[config.mk]
export PLATFORM = sky130hd
export DESIGN_NAME = dual_timer_buffer_output_ctrl
export DESIGN_NICKNAME = d
export VERILOG_FILES = /design/src/hdl/dual_timer_buffer_output_ctrl.v
export VERILOG_INCLUDE_DIRS = /design/src /design/src/hdl
export SDC_FILE = /design/constraint.sdc
export NUM_CORES = 1
export LEC_CHECK = 0
export BUFFER_PORTS_ARGS = -buffer_cell sky130_fd_sc_hd__buf_2
export CELL_PAD_IN_SITES_DETAIL_PLACEMENT = 0
export CELL_PAD_IN_SITES_GLOBAL_PLACEMENT = 2
export CORE_MARGIN = 3
export CORE_UTILIZATION = 36
export DETAILED_ROUTE_END_ITERATION = 8
export PLACE_DENSITY = 0.78
export REMOVE_ABC_BUFFERS = 1
export SKIP_LAST_GASP = 1
export SYNTH_ARGS = -nofsm -noshare
export SYNTH_HDL_FRONTEND = slang
export SYNTH_SLANG_ARGS = --single-unit
[constraint.sdc]
create_clock -name clk_sys -period 7.12 [get_ports clk_sys]
set_clock_uncertainty 0.2 [all_clocks]
set_input_delay 0 -clock clk_sys [delete_from_list [all_inputs] [get_ports clk_sys]]
set_output_delay 0 -clock clk_sys [all_outputs]
set_load 0.005 [all_outputs]
[src/hdl/dual_timer_consts.vh]
// Constants for the dual 16-bit timer: register offsets, field positions,
// reset values and combination mode codes.
// Assumes an APB master with 32-bit data and byte addresses on paddr[7:0].
//
// Operation
// - General register A pairs with buffer C, B pairs with buffer D.
// - Buffered compare match toggles pin and loads buffer into general register together.
// - Buffered capture loads counter into general register, old value into buffer.
// - Complementary PWM moves buffer D0 to B0 on period match or underflow.
// - Buffer at or above period register transfers only on channel-1 underflow.
// - Buffer equal to zero transfers only on channel-0 period match.
// - Master disable bit set hands pins to the port level registers.
// - Low level on armed wake-up pin sets the master disable bit.
// - Level-select bits invert outputs in combined modes, polarity bits in PWM.
// - Interrupt request when a flag and its enable are both one.
// - Compare match fires at the counter clock after equality is reached.
// - Capture sets the match flag and copies the counter in one cycle.
// - Overflow flag sets when the counter wraps past its maximum.
// - A flag clears only by writing zero after reading it as one.
// - Counter clear beats a simultaneous counter write.
// - Counter write beats a simultaneous increment.
// - General register write wins and suppresses a simultaneous compare match.
// - Counter write during wrap stores the value, overflow flag still sets.
// - A read racing a capture returns the value from before capture.
// - Capture clear beats increment; general register gets the pre-clear count.
// - Capture beats a simultaneous general register write.
// - Initial-level write beats a compare match; that match's pin change is lost.
`ifndef DUAL_TIMER_CONSTS_VH
`define DUAL_TIMER_CONSTS_VH

// Per-channel block: channel index in bit 5, register index in bits 4:2
`define REG_CTRL 3'h0
`define REG_STATUS 3'h1
`define REG_IRQ_ENABLE 3'h2
`define REG_COUNT 3'h3
`define REG_GENERAL_A 3'h4
`define REG_GENERAL_B 3'h5
`define REG_BUFFER_A 3'h6
`define REG_BUFFER_B 3'h7

// Common block, selected by bit 6
`define REG_FUNCTION_CTRL 3'h0
`define REG_OUTPUT_DISABLE 3'h1
`define REG_INITIAL_LEVEL 3'h2
`define REG_PWM_POLARITY 3'h3
`define ADDR_COMMON_BIT 6
`define ADDR_CHANNEL_BIT 5
`define ADDR_TOP 8'h80

// Channel control fields
`define CTRL_PRESCALE_LSB 0
`define CTRL_START 2
`define CTRL_CLEAR_ON_B 3
`define CTRL_BUFFER_A 4
`define CTRL_BUFFER_B 5
`define CTRL_CAPTURE_A 6
`define CTRL_CAPTURE_B 7
`define CTRL_PWM_MODE 8
`define CTRL_WIDTH 9

// Status and enable fields
`define FLAG_MATCH_A 0
`define FLAG_MATCH_B 1
`define FLAG_WRAP 2
`define FLAG_UNDER 3

// Function control fields
`define FUNC_MODE_LO 0
`define FUNC_MODE_HI 1
`define FUNC_LEVEL_LO 2
`define FUNC_LEVEL_HI 3

// Output disable fields
`define DIS_MASTER 0
`define DIS_WAKE_ARM 1
`define DIS_PORT_LSB 4

// Combination modes
`define MODE_NORMAL 2'h0
`define MODE_RESET_SYNC 2'h1
`define MODE_COMP_PERIOD 2'h2
`define MODE_COMP_UNDER 2'h3

`define COUNT_MAX 16'hFFFF
`define COUNT_ZERO 16'h0000
`define RESET_INITIAL_LEVEL 4'h0

`endif

[src/hdl/dual_timer_buffer_output_ctrl.v]
// Two-channel 16-bit timer with buffered general registers, output
// disable, polarity control and flag handling, as an APB slave.
// Assumes synchronous pin inputs and one APB master on clk_sys.
`timescale 1ns/100ps
`default_nettype none
`include "dual_timer_consts.vh"

module dual_timer_buffer_output_ctrl #(
    parameter CHANNELS = 2
) (
    input wire clk_sys,
    input wire rst,
    input wire psel,
    input wire penable,
    input wire pwrite,
    input wire [7:0] paddr,
    input wire [31:0] pwdata,
    output reg [31:0] prdata,
    output reg pready,
    output reg pslverr,
    input wire [3:0] timerPinIn,
    output reg [3:0] timerPinOut,
    output reg [3:0] timerPinOe,
    input wire wakeupTriggerPin,
    output reg [1:0] irq
);

    // Reset pin levels as a vector, so each channel picks its own bits
    localparam [3:0] RESET_LEVEL = `RESET_INITIAL_LEVEL;

    // Channel-block decode for channel ch, shared by writes and status reads
    function chanHit;
        input [7:0] addr;
        input integer ch;
        begin
            chanHit = ~addr[`ADDR_COMMON_BIT] & (addr[`ADDR_CHANNEL_BIT] == (ch == 1));
        end
    endfunction

    // APB decode; write lands in the access cycle, read data is latched in setup
    wire setupPhase = psel & ~penable;
    wire apbWrite = psel & penable & pready & pwrite;
    wire isCommon = paddr[`ADDR_COMMON_BIT];
    wire [2:0] regSel = paddr[4:2];
    wire mapped = (paddr < `ADDR_TOP) && (paddr[1:0] == 2'h0)
        && !(isCommon && paddr[4]) && !(isCommon && paddr[5]);
    wire wrCommon = apbWrite & mapped & isCommon;

    // Common registers
    reg [3:0] functionCtrl;
    reg [7:0] outputDisable;
    reg [3:0] initialLevel;
    reg [3:0] pwmPolarity;
    reg [2:0] prescaleCount;

    wire [1:0] combMode = {functionCtrl[`FUNC_MODE_HI], functionCtrl[`FUNC_MODE_LO]};
    wire compMode = combMode[1];
    wire initialWrite = wrCommon && (regSel == `REG_INITIAL_LEVEL);
    wire wakeTrip = outputDisable[`DIS_WAKE_ARM] & ~wakeupTriggerPin;

    // Values gathered from the channels
    wire [31:0] ctrlAll;
    wire [7:0] statusAll;
    wire [7:0] enableAll;
    wire [31:0] countAll;
    wire [31:0] genAAll;
    wire [31:0] genBAll;
    wire [31:0] bufAAll;
    wire [31:0] bufBAll;
    wire [3:0] levelAll;
    wire [3:0] captureAll;
    wire [1:0] periodMatch;
    wire [1:0] underflowEv;
    wire [1:0] pwmAll;
    wire [1:0] irqAll;

    // Free-running prescaler shared by both channels
    always @(posedge clk_sys or posedge rst) begin
        if (rst) begin
            prescaleCount <= 3'h0;
        end else begin
            prescaleCount <= prescaleCount + 3'h1;
        end
    end

    // Common register writes; wake-up trip sets master disable over a write
    always @(posedge clk_sys or posedge rst) begin
        if (rst) begin
            functionCtrl <= 4'h0;
            outputDisable <= 8'h00;
            initialLevel <= `RESET_INITIAL_LEVEL;
            pwmPolarity <= 4'h0;
        end else begin
            if (wrCommon && regSel == `REG_FUNCTION_CTRL) begin
                functionCtrl <= pwdata[3:0];
            end
            if (wrCommon && regSel == `REG_INITIAL_LEVEL) begin
                initialLevel <= pwdata[3:0];
            end
            if (wrCommon && regSel == `REG_PWM_POLARITY) begin
                pwmPolarity <= pwdata[3:0];
            end
            if (wrCommon && regSel == `REG_OUTPUT_DISABLE) begin
                outputDisable <= pwdata[7:0];
            end
            if (wakeTrip) begin
                outputDisable[`DIS_MASTER] <= 1'b1;
            end
        end
    end

    genvar i;
    generate
        for (i = 0; i < CHANNELS; i = i + 1) begin : gen_ch
            reg [`CTRL_WIDTH-1:0] ctrl;
            reg [3:0] status;
            reg [3:0] irqEnable;
            reg [3:0] readArmed;
            reg [15:0] timerCount;
            reg [15:0] generalRegA;
            reg [15:0] generalRegB;
            reg [15:0] bufferRegA;
            reg [15:0] bufferRegB;
            reg levelA;
            reg levelB;
            reg [1:0] pinPrev;

            wire wrCh = apbWrite & mapped & chanHit(paddr, i);
            wire rdStatus = setupPhase & ~pwrite & mapped & chanHit(paddr, i)
                & (regSel == `REG_STATUS);
            wire wrCount = wrCh && regSel == `REG_COUNT;
            wire wrGenA = wrCh && regSel == `REG_GENERAL_A;
            wire wrGenB = wrCh && regSel == `REG_GENERAL_B;
            wire capA = ctrl[`CTRL_CAPTURE_A];
            wire capB = ctrl[`CTRL_CAPTURE_B];
            wire [1:0] psel2 = ctrl[`CTRL_PRESCALE_LSB+1:`CTRL_PRESCALE_LSB];
            wire hit = (psel2 == 2'h0) ? 1'b1 :
                (psel2 == 2'h1) ? (prescaleCount[0] == 1'b1) :
                (psel2 == 2'h2) ? (prescaleCount[1:0] == 2'h3) :
                (prescaleCount == 3'h7);
            wire tick = ctrl[`CTRL_START] & hit;
            wire countDown = (i == 1) && compMode;
            // Match only on the counter clock while equal; a write suppresses it
            wire matchA = tick & (timerCount == generalRegA) & ~capA & ~wrGenA;
            wire matchB = tick & (timerCount == generalRegB) & ~capB & ~wrGenB;
            wire capEvA = capA & timerPinIn[2*i] & ~pinPrev[0];
            wire capEvB = capB & timerPinIn[2*i+1] & ~pinPrev[1];
            wire clearEv = ctrl[`CTRL_CLEAR_ON_B] & (matchB | capEvB);
            wire wrapEv = tick & ~countDown & (timerCount == `COUNT_MAX);
            wire underEv = tick & countDown & (timerCount == `COUNT_ZERO);
            // Complementary transfer of buffer B into general B on channel 0
            wire bufZero = (bufferRegB == `COUNT_ZERO);
            wire bufHigh = (bufferRegB >= generalRegA);
            wire compXfer = (i == 0) && compMode && ctrl[`CTRL_BUFFER_B] && (
                bufZero ? periodMatch[0] :
                bufHigh ? underflowEv[1] :
                (combMode == `MODE_COMP_UNDER) ? underflowEv[1] : periodMatch[0]);
            wire normXferB = ~compMode & ctrl[`CTRL_BUFFER_B] & matchB;
            wire [3:0] flagSet = {underEv, wrapEv, matchB | capEvB, matchA | capEvA};
            wire [3:0] flagClr = (wrCh && regSel == `REG_STATUS) ?
                (~pwdata[3:0] & readArmed) : 4'h0;

            assign ctrlAll[16*i +: 16] = {{(16-`CTRL_WIDTH){1'b0}}, ctrl};
            assign statusAll[4*i +: 4] = status;
            assign enableAll[4*i +: 4] = irqEnable;
            assign countAll[16*i +: 16] = timerCount;
            assign genAAll[16*i +: 16] = generalRegA;
            assign genBAll[16*i +: 16] = generalRegB;
            assign bufAAll[16*i +: 16] = bufferRegA;
            assign bufBAll[16*i +: 16] = bufferRegB;
            assign levelAll[2*i +: 2] = {levelB, levelA};
            assign captureAll[2*i +: 2] = {capB, capA};
            assign periodMatch[i] = matchA;
            assign underflowEv[i] = underEv;
            assign pwmAll[i] = ctrl[`CTRL_PWM_MODE];
            assign irqAll[i] = |(status & irqEnable);

            // Control, enables and edge history
            always @(posedge clk_sys or posedge rst) begin
                if (rst) begin
                    ctrl <= {`CTRL_WIDTH{1'b0}};
                    irqEnable <= 4'h0;
                    pinPrev <= 2'h0;
                end else begin
                    pinPrev <= timerPinIn[2*i +: 2];
                    if (wrCh && regSel == `REG_CTRL) begin
                        ctrl <= pwdata[`CTRL_WIDTH-1:0];
                    end
                    if (wrCh && regSel == `REG_IRQ_ENABLE) begin
                        irqEnable <= pwdata[3:0];
                    end
                end
            end

            // Flags: set beats clear; clear needs a prior read as one
            always @(posedge clk_sys or posedge rst) begin
                if (rst) begin
                    status <= 4'h0;
                    readArmed <= 4'h0;
                end else begin
                    status <= flagSet | (status & ~flagClr);
                    if (rdStatus) begin
                        readArmed <= status;
                    end else if (wrCh && regSel == `REG_STATUS) begin
                        readArmed <= 4'h0;
                    end
                end
            end

            // Counter: clear, then write, then count
            always @(posedge clk_sys or posedge rst) begin
                if (rst) begin
                    timerCount <= `COUNT_ZERO;
                end else if (clearEv) begin
                    timerCount <= `COUNT_ZERO;
                end else if (wrCount) begin
                    timerCount <= pwdata[15:0];
                end else if (tick) begin
                    timerCount <= countDown ? timerCount - 16'h0001 : timerCount + 16'h0001;
                end
            end

            // General and buffer registers; capture beats a CPU write
            always @(posedge clk_sys or posedge rst) begin
                if (rst) begin
                    generalRegA <= `COUNT_MAX;
                    generalRegB <= `COUNT_MAX;
                    bufferRegA <= `COUNT_MAX;
                    bufferRegB <= `COUNT_MAX;
                end else begin
                    if (capEvA) begin
                        generalRegA <= timerCount;
                        if (ctrl[`CTRL_BUFFER_A]) begin
                            bufferRegA <= generalRegA;
                        end
                    end else if (wrGenA) begin
                        generalRegA <= pwdata[15:0];
                    end else if (matchA && ctrl[`CTRL_BUFFER_A]) begin
                        generalRegA <= bufferRegA;
                    end
                    if (capEvB) begin
                        generalRegB <= timerCount;
                        if (ctrl[`CTRL_BUFFER_B]) begin
                            bufferRegB <= generalRegB;
                        end
                    end else if (wrGenB) begin
                        generalRegB <= pwdata[15:0];
                    end else if (compXfer || normXferB) begin
                        generalRegB <= bufferRegB;
                    end
                    if (wrCh && regSel == `REG_BUFFER_A && !(capEvA && ctrl[`CTRL_BUFFER_A])) begin
                        bufferRegA <= pwdata[15:0];
                    end
                    if (wrCh && regSel == `REG_BUFFER_B && !(capEvB && ctrl[`CTRL_BUFFER_B])) begin
                        bufferRegB <= pwdata[15:0];
                    end
                end
            end

            // Pin levels toggle on match; an initial-level write overrides
            always @(posedge clk_sys or posedge rst) begin
                if (rst) begin
                    levelA <= RESET_LEVEL[2*i];
                    levelB <= RESET_LEVEL[2*i+1];
                end else if (initialWrite) begin
                    levelA <= pwdata[2*i];
                    levelB <= pwdata[2*i+1];
                end else begin
                    if (matchA) begin
                        levelA <= ~levelA;
                    end
                    if (matchB) begin
                        levelB <= ~levelB;
                    end
                end
            end

        end
    endgenerate

    // Interrupt requests, one register for both channels
    always @(posedge clk_sys or posedge rst) begin
        if (rst) begin
            irq <= 2'h0;
        end else begin
            irq <= irqAll;
        end
    end

    // Output inversion per pin: level select in combined modes, polarity in PWM
    reg [3:0] invert;
    integer p;
    always @* begin
        invert = 4'h0;
        for (p = 0; p < 4; p = p + 1) begin
            if (pwmAll[p/2]) begin
                invert[p] = pwmPolarity[p];
            end else if (combMode != `MODE_NORMAL) begin
                invert[p] = p[0] ? functionCtrl[`FUNC_LEVEL_HI]
                    : functionCtrl[`FUNC_LEVEL_LO];
            end
        end
    end

    // Pin drivers; disabled pins show the port level bits
    always @(posedge clk_sys or posedge rst) begin
        if (rst) begin
            timerPinOut <= 4'h0;
            timerPinOe <= 4'hF;
        end else begin
            if (outputDisable[`DIS_MASTER]) begin
                timerPinOut <= outputDisable[`DIS_PORT_LSB +: 4];
            end else begin
                timerPinOut <= levelAll ^ invert;
            end
            timerPinOe <= captureAll;
        end
    end

    // Read data, latched in the setup cycle
    reg [31:0] readValue;
    always @* begin
        readValue = 32'h0000_0000;
        if (isCommon) begin
            case (regSel)
                `REG_FUNCTION_CTRL: readValue = {28'h000_0000, functionCtrl};
                `REG_OUTPUT_DISABLE: readValue = {24'h00_0000, outputDisable};
                `REG_INITIAL_LEVEL: readValue = {28'h000_0000, initialLevel};
                `REG_PWM_POLARITY: readValue = {28'h000_0000, pwmPolarity};
                default: readValue = 32'h0000_0000;
            endcase
        end else if (paddr[`ADDR_CHANNEL_BIT]) begin
            case (regSel)
                `REG_CTRL: readValue = {16'h0000, ctrlAll[31:16]};
                `REG_STATUS: readValue = {28'h000_0000, statusAll[7:4]};
                `REG_IRQ_ENABLE: readValue = {28'h000_0000, enableAll[7:4]};
                `REG_COUNT: readValue = {16'h0000, countAll[31:16]};
                `REG_GENERAL_A: readValue = {16'h0000, genAAll[31:16]};
                `REG_GENERAL_B: readValue = {16'h0000, genBAll[31:16]};
                `REG_BUFFER_A: readValue = {16'h0000, bufAAll[31:16]};
                default: readValue = {16'h0000, bufBAll[31:16]};
            endcase
        end else begin
            case (regSel)
                `REG_CTRL: readValue = {16'h0000, ctrlAll[15:0]};
                `REG_STATUS: readValue = {28'h000_0000, statusAll[3:0]};
                `REG_IRQ_ENABLE: readValue = {28'h000_0000, enableAll[3:0]};
                `REG_COUNT: readValue = {16'h0000, countAll[15:0]};
                `REG_GENERAL_A: readValue = {16'h0000, genAAll[15:0]};
                `REG_GENERAL_B: readValue = {16'h0000, genBAll[15:0]};
                `REG_BUFFER_A: readValue = {16'h0000, bufAAll[15:0]};
                default: readValue = {16'h0000, bufBAll[15:0]};
            endcase
        end
    end

    // APB answer: ready one cycle after setup, error on unmapped address
    always @(posedge clk_sys or posedge rst) begin
        if (rst) begin
            prdata <= 32'h0000_0000;
            pready <= 1'b0;
            pslverr <= 1'b0;
        end else begin
            pready <= setupPhase;
            pslverr <= setupPhase & ~mapped;
            if (setupPhase && !pwrite) begin
                prdata <= mapped ? readValue : 32'h0000_0000;
            end
        end
    end

endmodule
`default_nettype wire

==> results of run 1 <==
[critical path: cells and delay by family (launching register included)]
family,cells,cell delay (ns)
flops,1,0.37
simple gates,4,2.31
fa+ha+maj,2,0.40
compound gates,3,0.75
mux,1,0.39
[power by group through the flow]
stage               registers (mW)  clock network [mW]  logic (mW)
detailed placement            1.59                   0       0.296
CTS                           1.57                1.90       0.314
finish                        1.57                1.87       0.316
global placement              1.59                   0       0.294
floorplan                     1.57                   0       0.163
global route                  1.57                1.97       0.343
[layer usage]
| metal | global-route usage, % | up-vias | wire length, um |
|---|---|---|---|
| li1 | - | 6258 | - |
| met1 | 34.7 | 6953 | 27600 |
| met2 | 35.7 | 456 | 25900 |
| met3 | 2.70 | 74 | 3240 |
| met4 | 7.17 | 0 | 1480 |
| met5 | 0 | - | 0 |
[final timing paths]
path / end / slack, ns / depth (start not counted)
max: gen_ch[0].generalRegB[12]$_DFFE_PP1P_ / 2.60 / 10
min: gen_ch[1].timerCount[3]$_DFFE_PP0P_ / 0.05 / 3
max reg2reg: gen_ch[0].generalRegB[12]$_DFFE_PP1P_ / 2.60 / 10
min reg2reg: timerPinOe[1]$_DFF_PP1_ / 0.26 / 0
max in group asynchronous: gen_ch[0].timerCount[8]$_DFFE_PP0P_ / 5.36 / 4
min in group clk_sys: prdata[5]$_DFFE_PP0P_ / 0.06 / 4
[state kept, by name (all words and copies together), names as in the netlist, 16 cells and up]
register,count
gen_ch.bufferRegA,32
gen_ch.bufferRegB,32
gen_ch.generalRegA,32
gen_ch.generalRegB,32
gen_ch.timerCount,32
gen_ch.ctrl,18
prdata,16
[timing repair]
action                                 in CTS  in global routing
gates resized for setup                     0                  0
hold buffers                               40                  0
endpoints found under the hold margin     317                  0
[area by class of cell]
type / instances / area, um2
inverter: 31 / 124
clock inverter: 9 / 151
fill: 4523 / 26700
sequential: 261 / 6700
clock buffer: 52 / 1050
tap: 600 / 751
timing repair buffer: 132 / 953
multi-input combinational: 1315 / 9070
[layout by cell type, fill, tap and decap left out, types with 11 or more instances in the layout]
master,count
sky130_fd_sc_hd__a211oi_1,28
sky130_fd_sc_hd__a21oi_1,158
sky130_fd_sc_hd__a221oi_1,13
sky130_fd_sc_hd__a22o_1,23
sky130_fd_sc_hd__a22oi_1,24
sky130_fd_sc_hd__a31oi_1,19
sky130_fd_sc_hd__and3_1,14
sky130_fd_sc_hd__buf_2,60
sky130_fd_sc_hd__buf_4,31
sky130_fd_sc_hd__clkbuf_16,37
sky130_fd_sc_hd__conb_1,16
sky130_fd_sc_hd__dfrtp_1,129
sky130_fd_sc_hd__dfstp_2,132
sky130_fd_sc_hd__dlygate4sd3_1,40
sky130_fd_sc_hd__ha_1,33
sky130_fd_sc_hd__inv_1,30
sky130_fd_sc_hd__mux2_2,68
sky130_fd_sc_hd__mux2i_1,153
sky130_fd_sc_hd__mux4_2,14
sky130_fd_sc_hd__nand2_1,163
sky130_fd_sc_hd__nand3_1,14
sky130_fd_sc_hd__nand4_1,18
sky130_fd_sc_hd__nor2_1,195
sky130_fd_sc_hd__nor2b_1,11
sky130_fd_sc_hd__nor3_1,11
sky130_fd_sc_hd__nor4_1,19
sky130_fd_sc_hd__o211ai_1,11
sky130_fd_sc_hd__o21ai_0,82
sky130_fd_sc_hd__o21ai_1,11
sky130_fd_sc_hd__xnor2_1,46
sky130_fd_sc_hd__xor2_1,52
[per-stage QoR]
step           util (%)  hold slack (ns)
6_report           41.3           0.0453
5_1_grt            41.3           0.0969
4_1_cts            41.3           0.0265
3_5_place_dp       37.8          -0.0742
3_3_place_gp       37.8          -0.0775
2_1_floorplan         -           -0.169
[cells by family after synthesis]
logic type	count (synthesis)
simple gates	505
compound gates	417
flops	261
mux	245
buf+inv	203
xor+xnor	98
fa+ha+maj	34
other cells	1
==> flow_results.xml, run 1 <==
<?xml version="1.0" encoding="UTF-8"?>
<metrics>
  <group name="setup_path">
    <metric name="critical-path-slowest-cell" unit="">sky130_fd_sc_hd__nor4_1</metric>
    <metric name="crit_path_cell_trace" unit="">ha_1 -&gt; ha_1 -&gt; nand2_1 -&gt; o211ai_1 -&gt; nand3_1 -&gt; nor4_1 -&gt; or3b_1 -&gt; a31oi_4 -&gt; a21o_4 -&gt; mux2_2</metric>
    <metric name="endpoint_kind" unit="">flip-flop</metric>
    <metric name="worst_r2r_startpoint" unit="">prescaleCount[0]$_DFF_PP0_</metric>
    <metric name="worst_setup_path_startpoint" unit="">prescaleCount[0]$_DFF_PP0_</metric>
    <metric name="worst-endpoint-required" unit="ns">7.37</metric>
    <metric name="cpPeakStageDelay" unit="ns">1.03</metric>
    <metric name="criticalPathCategory" unit="">flip-flop to flip-flop</metric>
    <metric name="critPathMostFrequentCell" unit="">sky130_fd_sc_hd__ha_1</metric>
    <metric name="worst_ep_arrival_time" unit="ns">4.78</metric>
    <metric name="startpoint_class" unit="">flip-flop</metric>
    <metric name="cp_max_fo" unit="">23</metric>
  </group>
  <group name="timing">
    <metric name="grt_setup_unrepaired" unit="">no</metric>
    <metric name="max_slew.worst_pin.slew" unit="ns">1.23</metric>
    <metric name="fin_crit_sh" unit="%">63.5</metric>
    <metric name="worst_slack" unit="ns">2.60</metric>
    <metric name="finalSetupViolations" unit="">0</metric>
    <metric name="finalWorstPathRequiredPeriod" unit="ns">4.52</metric>
    <metric name="max-slew-margin-rel" unit="%">17.7</metric>
    <metric name="slew_viol_final" unit="">0</metric>
    <metric name="finalHoldViolations" unit="">0</metric>
    <metric name="fin_tns_setup" unit="ns">0</metric>
    <metric name="fmaxAchievable" unit="MHz">221</metric>
  </group>
  <group name="cts">
    <metric name="numClockSinks" unit="">261</metric>
    <metric name="worst_skew_pair.late_latency" unit="ns">0.55</metric>
    <metric name="cts-buffers-inserted" unit="">34</metric>
    <metric name="clock-root-buffer" unit="">sky130_fd_sc_hd__clkbuf_16</metric>
    <metric name="tritoncts" unit="">built</metric>
    <metric name="clkSlewWorstSetupHoldPaths" unit="ns">0.06</metric>
    <metric name="post_cts.repair.setup_buffers" unit="">0</metric>
    <metric name="number_of_buffers_on_the_longest_clock_path" unit="">3</metric>
    <metric name="clock_tree.htree_level_count" unit="">2</metric>
  </group>
  <group name="floorplan">
    <metric name="fp-row-count" unit="">78</metric>
    <metric name="die_w" unit="um">221</metric>
    <metric name="floorplan.core_area" unit="um2">45500</metric>
    <metric name="fp.dieArea" unit="um2">48800</metric>
    <metric name="die_h" unit="um">221</metric>
    <metric name="io_pins" unit="">94</metric>
    <metric name="start_util" unit="%">36.5</metric>
  </group>
  <group name="global_route">
    <metric name="grt_start_max_net_pins" unit="">136</metric>
    <metric name="grt_antenna_before_repair" unit="">0</metric>
    <metric name="grt_pass1_wl" unit="um">88100</metric>
    <metric name="first_global_vias" unit="">13300</metric>
    <metric name="track_usage" unit="%">23.4</metric>
    <metric name="grt_ovf" unit="">0</metric>
  </group>
  <group name="synthesis">
    <metric name="ys_types" unit="">79</metric>
    <metric name="synth_edf_count" unit="">0</metric>
    <metric name="library_cell_occupying_the_most_area_in_the_post_synthesis_netlist" unit="">sky130_fd_sc_hd__dfstp_2</metric>
    <metric name="synth.most_common_cell" unit="">sky130_fd_sc_hd__nor2_1</metric>
    <metric name="muxShareOfSynthArea" unit="%">16.6</metric>
    <metric name="synth-adder-area-share" unit="%">2.61</metric>
    <metric name="synth_top_family_by_area" unit="">multiplexers</metric>
    <metric name="netlist_area_before_placement" unit="um2">16600</metric>
    <metric name="share_of_the_synthesized_netlist_area_taken_by_xor_and_xnor_gates" unit="%">5.17</metric>
    <metric name="average_instance_area_after_synthesis" unit="um2">9.42</metric>
    <metric name="netlist_top_cells_area" unit="">sky130_fd_sc_hd__dfstp_2 (21%), sky130_fd_sc_hd__dfrtp_1 (19%), sky130_fd_sc_hd__mux2i_1 (9.2%)</metric>
    <metric name="synthFlopType" unit="">sky130_fd_sc_hd__dfstp_2</metric>
    <metric name="synth_largest_type_area_fraction" unit="%">20.9</metric>
    <metric name="post_synth_inst_count" unit="">1764</metric>
    <metric name="synth-compound-area-share" unit="%">15.6</metric>
    <metric name="synth_seq_area_share" unit="%">40.3</metric>
    <metric name="area_fraction_in_and_or_nand_and_nor_cells_after_synthesis" unit="%">14.2</metric>
    <metric name="synth_commonest_cells" unit="">sky130_fd_sc_hd__nor2_1 (197), sky130_fd_sc_hd__nand2_1 (163), sky130_fd_sc_hd__a21oi_1 (158)</metric>
    <metric name="number_of_warnings_reported_in_the_yosys_synthesis_log" unit="">0</metric>
    <metric name="async_set_or_reset_flop_fraction_in_the_synthesized_netlist" unit="%">100</metric>
    <metric name="ys_ff_latch" unit="">261</metric>
  </group>
  <group name="routing">
    <metric name="dr_total_vias" unit="">13700</metric>
    <metric name="drt-pass1-iter-count" unit="">5</metric>
    <metric name="postRouteAntennaNets" unit="">0</metric>
    <metric name="route.detailed.wl_per_inst" unit="um">24.3</metric>
    <metric name="routed_via_density" unit="">5.73</metric>
    <metric name="drtIter0Drc" unit="">1122</metric>
    <metric name="drcViolationCount" unit="">0</metric>
    <metric name="wirelength" unit="um">58200</metric>
  </group>
  <group name="placed_design">
    <metric name="portBuffers" unit="">61</metric>
    <metric name="place.gp.congestion" unit="">0.906</metric>
    <metric name="numPlacedInstances" unit="">2299</metric>
    <metric name="dpl-instance-area" unit="um2">17200</metric>
    <metric name="pre_cts_slack" unit="ns">2.60</metric>
    <metric name="hpwlAfterDp" unit="um">38900</metric>
  </group>
  <group name="layout">
    <metric name="finalNonFillerCells" unit="">2400</metric>
    <metric name="drive_gt1_share" unit="%">22.1</metric>
    <metric name="final_area" unit="um2">18800</metric>
    <metric name="design.final.nets" unit="">1859</metric>
    <metric name="growth_of_design_area_from_synthesis_to_finish" unit="%">13.2</metric>
    <metric name="inserted_diodes" unit="">0</metric>
  </group>
  <group name="power_and_ir_drop">
    <metric name="leakagePower" unit="nW">8.29</metric>
    <metric name="cellInternalPower" unit="mW">2.79</metric>
    <metric name="power.total" unit="mW">3.75</metric>
    <metric name="vdd.ir_drop.worst" unit="V">0.000172</metric>
    <metric name="power_dissipated_by_switching_net_loads" unit="uW">963</metric>
    <metric name="power_switching_share" unit="%">25.7</metric>
    <metric name="power.sequential.fraction" unit="%">41.8</metric>
    <metric name="powerDensity" unit="nW/um2">200</metric>
    <metric name="comb_power_share" unit="%">8.4</metric>
    <metric name="share_clk_of_total_power" unit="%">49.8</metric>
  </group>
  <group name="worst_hold_path">
    <metric name="min_path_type" unit="">primary input to asynchronous set/reset pin</metric>
  </group>
  <group name="run">
    <metric name="drv_cap" unit="">0</metric>
  </group>
  <group name="status">
    <metric name="status" unit="">complete, no violations</metric>
  </group>
</metrics>
(Power assumes the default switching activity.)
==> run 2, diff against run 1 <==
- ABC_AREA: not set -> 1
- CORE_UTILIZATION: 36 -> 37
- PLACE_DENSITY: 0.78 -> 0.82
- clock period: 7.12 -> 4.5 ns (I/O delays scaled with it)
==> flow_results.xml, run 2 <==
<?xml version="1.0" encoding="UTF-8"?>
<metrics>
  <group name="global_route">
    <metric name="first_global_vias" unit="">15300</metric>
    <metric name="track_usage" unit="%">29.4</metric>
    <metric name="grt_start_max_net_pins" unit="">91</metric>
    <metric name="grt_ovf" unit="">0</metric>
    <metric name="grt_antenna_before_repair" unit="">0</metric>
    <metric name="grt_pass1_wl" unit="um">103000</metric>
  </group>
  <group name="synthesis">
    <metric name="ys_ff_latch" unit="">261</metric>
    <metric name="netlist_area_before_placement" unit="um2">16200</metric>
    <metric name="synth_seq_area_share" unit="%">41.3</metric>
    <metric name="synthFlopType" unit="">sky130_fd_sc_hd__dfstp_2</metric>
    <metric name="average_instance_area_after_synthesis" unit="um2">7.60</metric>
    <metric name="share_of_the_synthesized_netlist_area_taken_by_xor_and_xnor_gates" unit="%">1.57</metric>
    <metric name="number_of_warnings_reported_in_the_yosys_synthesis_log" unit="">0</metric>
    <metric name="post_synth_inst_count" unit="">2131</metric>
    <metric name="synth_largest_type_area_fraction" unit="%">21.4</metric>
    <metric name="synth-adder-area-share" unit="%">2.67</metric>
    <metric name="synth_top_family_by_area" unit="">simple AND/OR/NAND/NOR gates</metric>
    <metric name="muxShareOfSynthArea" unit="%">0</metric>
    <metric name="ys_types" unit="">59</metric>
    <metric name="netlist_top_cells_area" unit="">sky130_fd_sc_hd__dfstp_2 (21%), sky130_fd_sc_hd__dfrtp_1 (20%), sky130_fd_sc_hd__nand2_1 (13%)</metric>
    <metric name="synth_edf_count" unit="">0</metric>
    <metric name="area_fraction_in_and_or_nand_and_nor_cells_after_synthesis" unit="%">22.8</metric>
    <metric name="synth.most_common_cell" unit="">sky130_fd_sc_hd__nand2_1</metric>
    <metric name="library_cell_occupying_the_most_area_in_the_post_synthesis_netlist" unit="">sky130_fd_sc_hd__dfstp_2</metric>
    <metric name="async_set_or_reset_flop_fraction_in_the_synthesized_netlist" unit="%">100</metric>
    <metric name="synth-compound-area-share" unit="%">22.3</metric>
    <metric name="synth_commonest_cells" unit="">sky130_fd_sc_hd__nand2_1 (558), sky130_fd_sc_hd__o21ai_0 (253), sky130_fd_sc_hd__inv_1 (226)</metric>
  </group>
  <group name="layout">
    <metric name="inserted_diodes" unit="">0</metric>
    <metric name="layout.cells.most_common" unit="">sky130_fd_sc_hd__nand2_1</metric>
    <metric name="design.final.nets" unit="">2287</metric>
    <metric name="growth_of_design_area_from_synthesis_to_finish" unit="%">14.4</metric>
    <metric name="mostFrequentLayoutCells" unit="">sky130_fd_sc_hd__nand2_1 (558), sky130_fd_sc_hd__o21ai_0 (253), sky130_fd_sc_hd__inv_1 (225)</metric>
    <metric name="nFillCells" unit="">4491</metric>
    <metric name="drive_gt1_share" unit="%">15.7</metric>
  </group>
  <group name="power_and_ir_drop">
    <metric name="leakagePower" unit="nW">8.39</metric>
    <metric name="power.total" unit="mW">5.92</metric>
    <metric name="vdd.ir_drop.worst" unit="V">0.000198</metric>
    <metric name="powerDensity" unit="nW/um2">319</metric>
  </group>
  <group name="setup_path">
    <metric name="crit_path_cell_trace" unit="">dlygate4sd3_1 -&gt; buf_2 -&gt; dlygate4sd3_1 -&gt; nor2_1 -&gt; nand2_1 -&gt; inv_1 -&gt; nand2_1 -&gt; nor2_1 -&gt; inv_1 -&gt; o21ai_0 -&gt; o311ai_0 -&gt; nand2_1</metric>
    <metric name="worst-endpoint-required" unit="ns">4.78</metric>
    <metric name="worst_path_dominant_cell_family" unit="">simple AND/OR/NAND/NOR gates</metric>
    <metric name="cp_max_fo" unit="">17</metric>
    <metric name="cpPeakStageDelay" unit="ns">0.57</metric>
    <metric name="criticalPathCategory" unit="">primary input to flip-flop</metric>
    <metric name="critical-path-slowest-cell" unit="">sky130_fd_sc_hd__dlygate4sd3_1</metric>
    <metric name="startpoint_class" unit="">primary input</metric>
    <metric name="critical_path.n_buffers_inverters" unit="">5</metric>
    <metric name="worstRegToRegCells" unit="">9</metric>
    <metric name="worstSetupPathDepth" unit="">12</metric>
    <metric name="critPathMostFrequentCell" unit="">sky130_fd_sc_hd__nand2_1</metric>
    <metric name="worst_ep_arrival_time" unit="ns">4.01</metric>
    <metric name="endpoint_kind" unit="">flip-flop</metric>
  </group>
  <group name="timing">
    <metric name="fin_crit_sh" unit="%">82.9</metric>
    <metric name="finalSetupViolations" unit="">0</metric>
    <metric name="finalHoldViolations" unit="">0</metric>
    <metric name="max_slew.worst_pin.slew" unit="ns">1.05</metric>
    <metric name="worst_slack" unit="ns">0.770</metric>
    <metric name="hold_slack" unit="ns">0.0383</metric>
    <metric name="slew_viol_final" unit="">0</metric>
    <metric name="fmaxAchievable" unit="MHz">268</metric>
    <metric name="finalWorstPathRequiredPeriod" unit="ns">3.73</metric>
    <metric name="max-slew-margin-rel" unit="%">29.9</metric>
    <metric name="grt_setup_unrepaired" unit="">no</metric>
  </group>
  <group name="routing">
    <metric name="route.detailed.wl_per_inst" unit="um">24.6</metric>
    <metric name="postRouteAntennaNets" unit="">0</metric>
    <metric name="drt-pass1-iter-count" unit="">5</metric>
    <metric name="wirelength" unit="um">69100</metric>
    <metric name="routed_via_density" unit="">5.77</metric>
    <metric name="drcViolationCount" unit="">0</metric>
    <metric name="drtIter0Drc" unit="">1668</metric>
    <metric name="dr_total_vias" unit="">16200</metric>
  </group>
  <group name="cts">
    <metric name="number_of_buffers_on_the_longest_clock_path" unit="">3</metric>
    <metric name="clock-root-buffer" unit="">sky130_fd_sc_hd__clkbuf_16</metric>
    <metric name="numClockSinks" unit="">261</metric>
    <metric name="post_cts.repair.setup_buffers" unit="">0</metric>
    <metric name="ctsHoldBuffers" unit="">35</metric>
    <metric name="tritoncts" unit="">built</metric>
    <metric name="clock_tree.htree_level_count" unit="">2</metric>
    <metric name="cts_resized" unit="">0</metric>
    <metric name="clkSlewWorstSetupHoldPaths" unit="ns">0.06</metric>
    <metric name="worst_skew_pair.late_latency" unit="ns">0.55</metric>
    <metric name="cts-buffers-inserted" unit="">35</metric>
  </group>
  <group name="placed_design">
    <metric name="place.gp.congestion" unit="">0.909</metric>
    <metric name="pre_cts_slack" unit="ns">1.20</metric>
    <metric name="hpwlAfterDp" unit="um">48600</metric>
    <metric name="portBuffers" unit="">61</metric>
  </group>
  <group name="worst_hold_path">
    <metric name="min_path_type" unit="">primary input to flip-flop</metric>
    <metric name="hold_path_depth" unit="">10</metric>
  </group>
  <group name="floorplan">
    <metric name="io_pins" unit="">94</metric>
    <metric name="die_w" unit="um">215</metric>
    <metric name="fp-row-count" unit="">76</metric>
    <metric name="floorplan.core_area" unit="um2">43200</metric>
    <metric name="start_util" unit="%">37.5</metric>
    <metric name="die_h" unit="um">215</metric>
    <metric name="fp.dieArea" unit="um2">46300</metric>
  </group>
  <group name="status">
    <metric name="status" unit="">complete, no violations</metric>
  </group>
  <group name="run">
    <metric name="drv_cap" unit="">0</metric>
  </group>
</metrics>
run 2: cell count changes in the layout (fill, tap and decap cells not counted), moves of 38 or more:
cell / change
sky130_fd_sc_hd__a21oi_1: -55
sky130_fd_sc_hd__inv_1: +195
sky130_fd_sc_hd__mux2_2: -68
sky130_fd_sc_hd__mux2i_1: -153
sky130_fd_sc_hd__nand2_1: +395
sky130_fd_sc_hd__nand3_1: +90
sky130_fd_sc_hd__nor2_1: -126
sky130_fd_sc_hd__o21ai_0: +171
sky130_fd_sc_hd__o22ai_1: +50
sky130_fd_sc_hd__xnor2_1: -38
run 2: metal layers:
| metal | track usage (%) | routed length [um] |
|---|---|---|
| met5 | 0 | 0 |
| met4 | 9.05 | 1950 |
| met3 | 5.77 | 5880 |
| met2 | 43.8 | 29900 |
| met1 | 43.2 | 31400 |
run 2: layout make-up:
class                           count  area (um2)  share of cell area [%]
Multi-Input combinational cell   1520        8070                    43.6
Sequential cell                   261        6700                    36.1
Clock buffer                       55        1060                    5.74
Timing Repair Buffer              134         953                    5.14
Inverter                          251         952                    5.14
Tap cell                          585         732                    3.95
Clock inverter                      7        63.8                   0.344
run 2: kinds of logic after synthesis:
logic type      after synthesis
other cells                   1
fa+ha+maj                    34
compound gates              599
buf+inv                     365
flops                       261
simple gates                842
xor+xnor                     29
run 2: final timing paths:
check                                                        to  slack (ns)                           from
setup / recovery                          prdata[7]$_DFFE_PP0P_        0.77                        penable
max in group asynchronous   gen_ch[0].timerCount[2]$_DFFE_PP0P_        2.39                            rst
min in group asynchronous    gen_ch[1].readArmed[2]$_DFFE_PP0P_        0.52                            rst
hold / removal              gen_ch[1].bufferRegA[1]$_DFFE_PP1P_        0.04                       paddr[0]
hold reg to reg                      prescaleCount[1]$_DFF_PP0_        0.27     prescaleCount[1]$_DFF_PP0_
setup reg to reg           gen_ch[1].bufferRegA[12]$_DFFE_PP1P_        1.28  gen_ch[1].ctrl[6]$_DFFE_PP0P_
run 2: per-stage QoR:
| step | setup TNS, ns | util [%] | cells | cell area (um2) |
|---|---|---|---|---|
| 2_1_floorplan | -434.54 | - | 2032 | 15700 |
| 3_5_place_dp | 0 | 39.5 | 2716 | 17100 |
| 4_1_cts | 0 | 42.9 | 2813 | 18500 |
| 5_1_grt | 0 | 42.9 | 2813 | 18500 |
| 3_3_place_gp | 0 | 39.5 | 2716 | 17100 |
| 6_report | 0 | 42.9 | 2813 | 18500 |
run 2: worst register-to-register path, cell delays in order, from the launching register on:
cell,delay [ns]
sky130_fd_sc_hd__dfrtp_1,0.34
sky130_fd_sc_hd__nand2_1,0.05
sky130_fd_sc_hd__nor2_1,0.17
sky130_fd_sc_hd__inv_1,0.32
sky130_fd_sc_hd__nor2_1,0.32
sky130_fd_sc_hd__inv_1,0.40
sky130_fd_sc_hd__nand2_1,0.55
sky130_fd_sc_hd__clkinv_1,0.50
sky130_fd_sc_hd__nand2_1,0.16
sky130_fd_sc_hd__o211ai_1,0.10
run 2: power by group:
group | leakage [nW] | total, mW | internal, mW | switching (mW)
clock | 0.557 | 2.80 | 1.68 | 1.12
combinational | 4.91 | 0.592 | 0.179 | 0.413
sequential | 2.92 | 2.52 | 2.44 | 0.0847
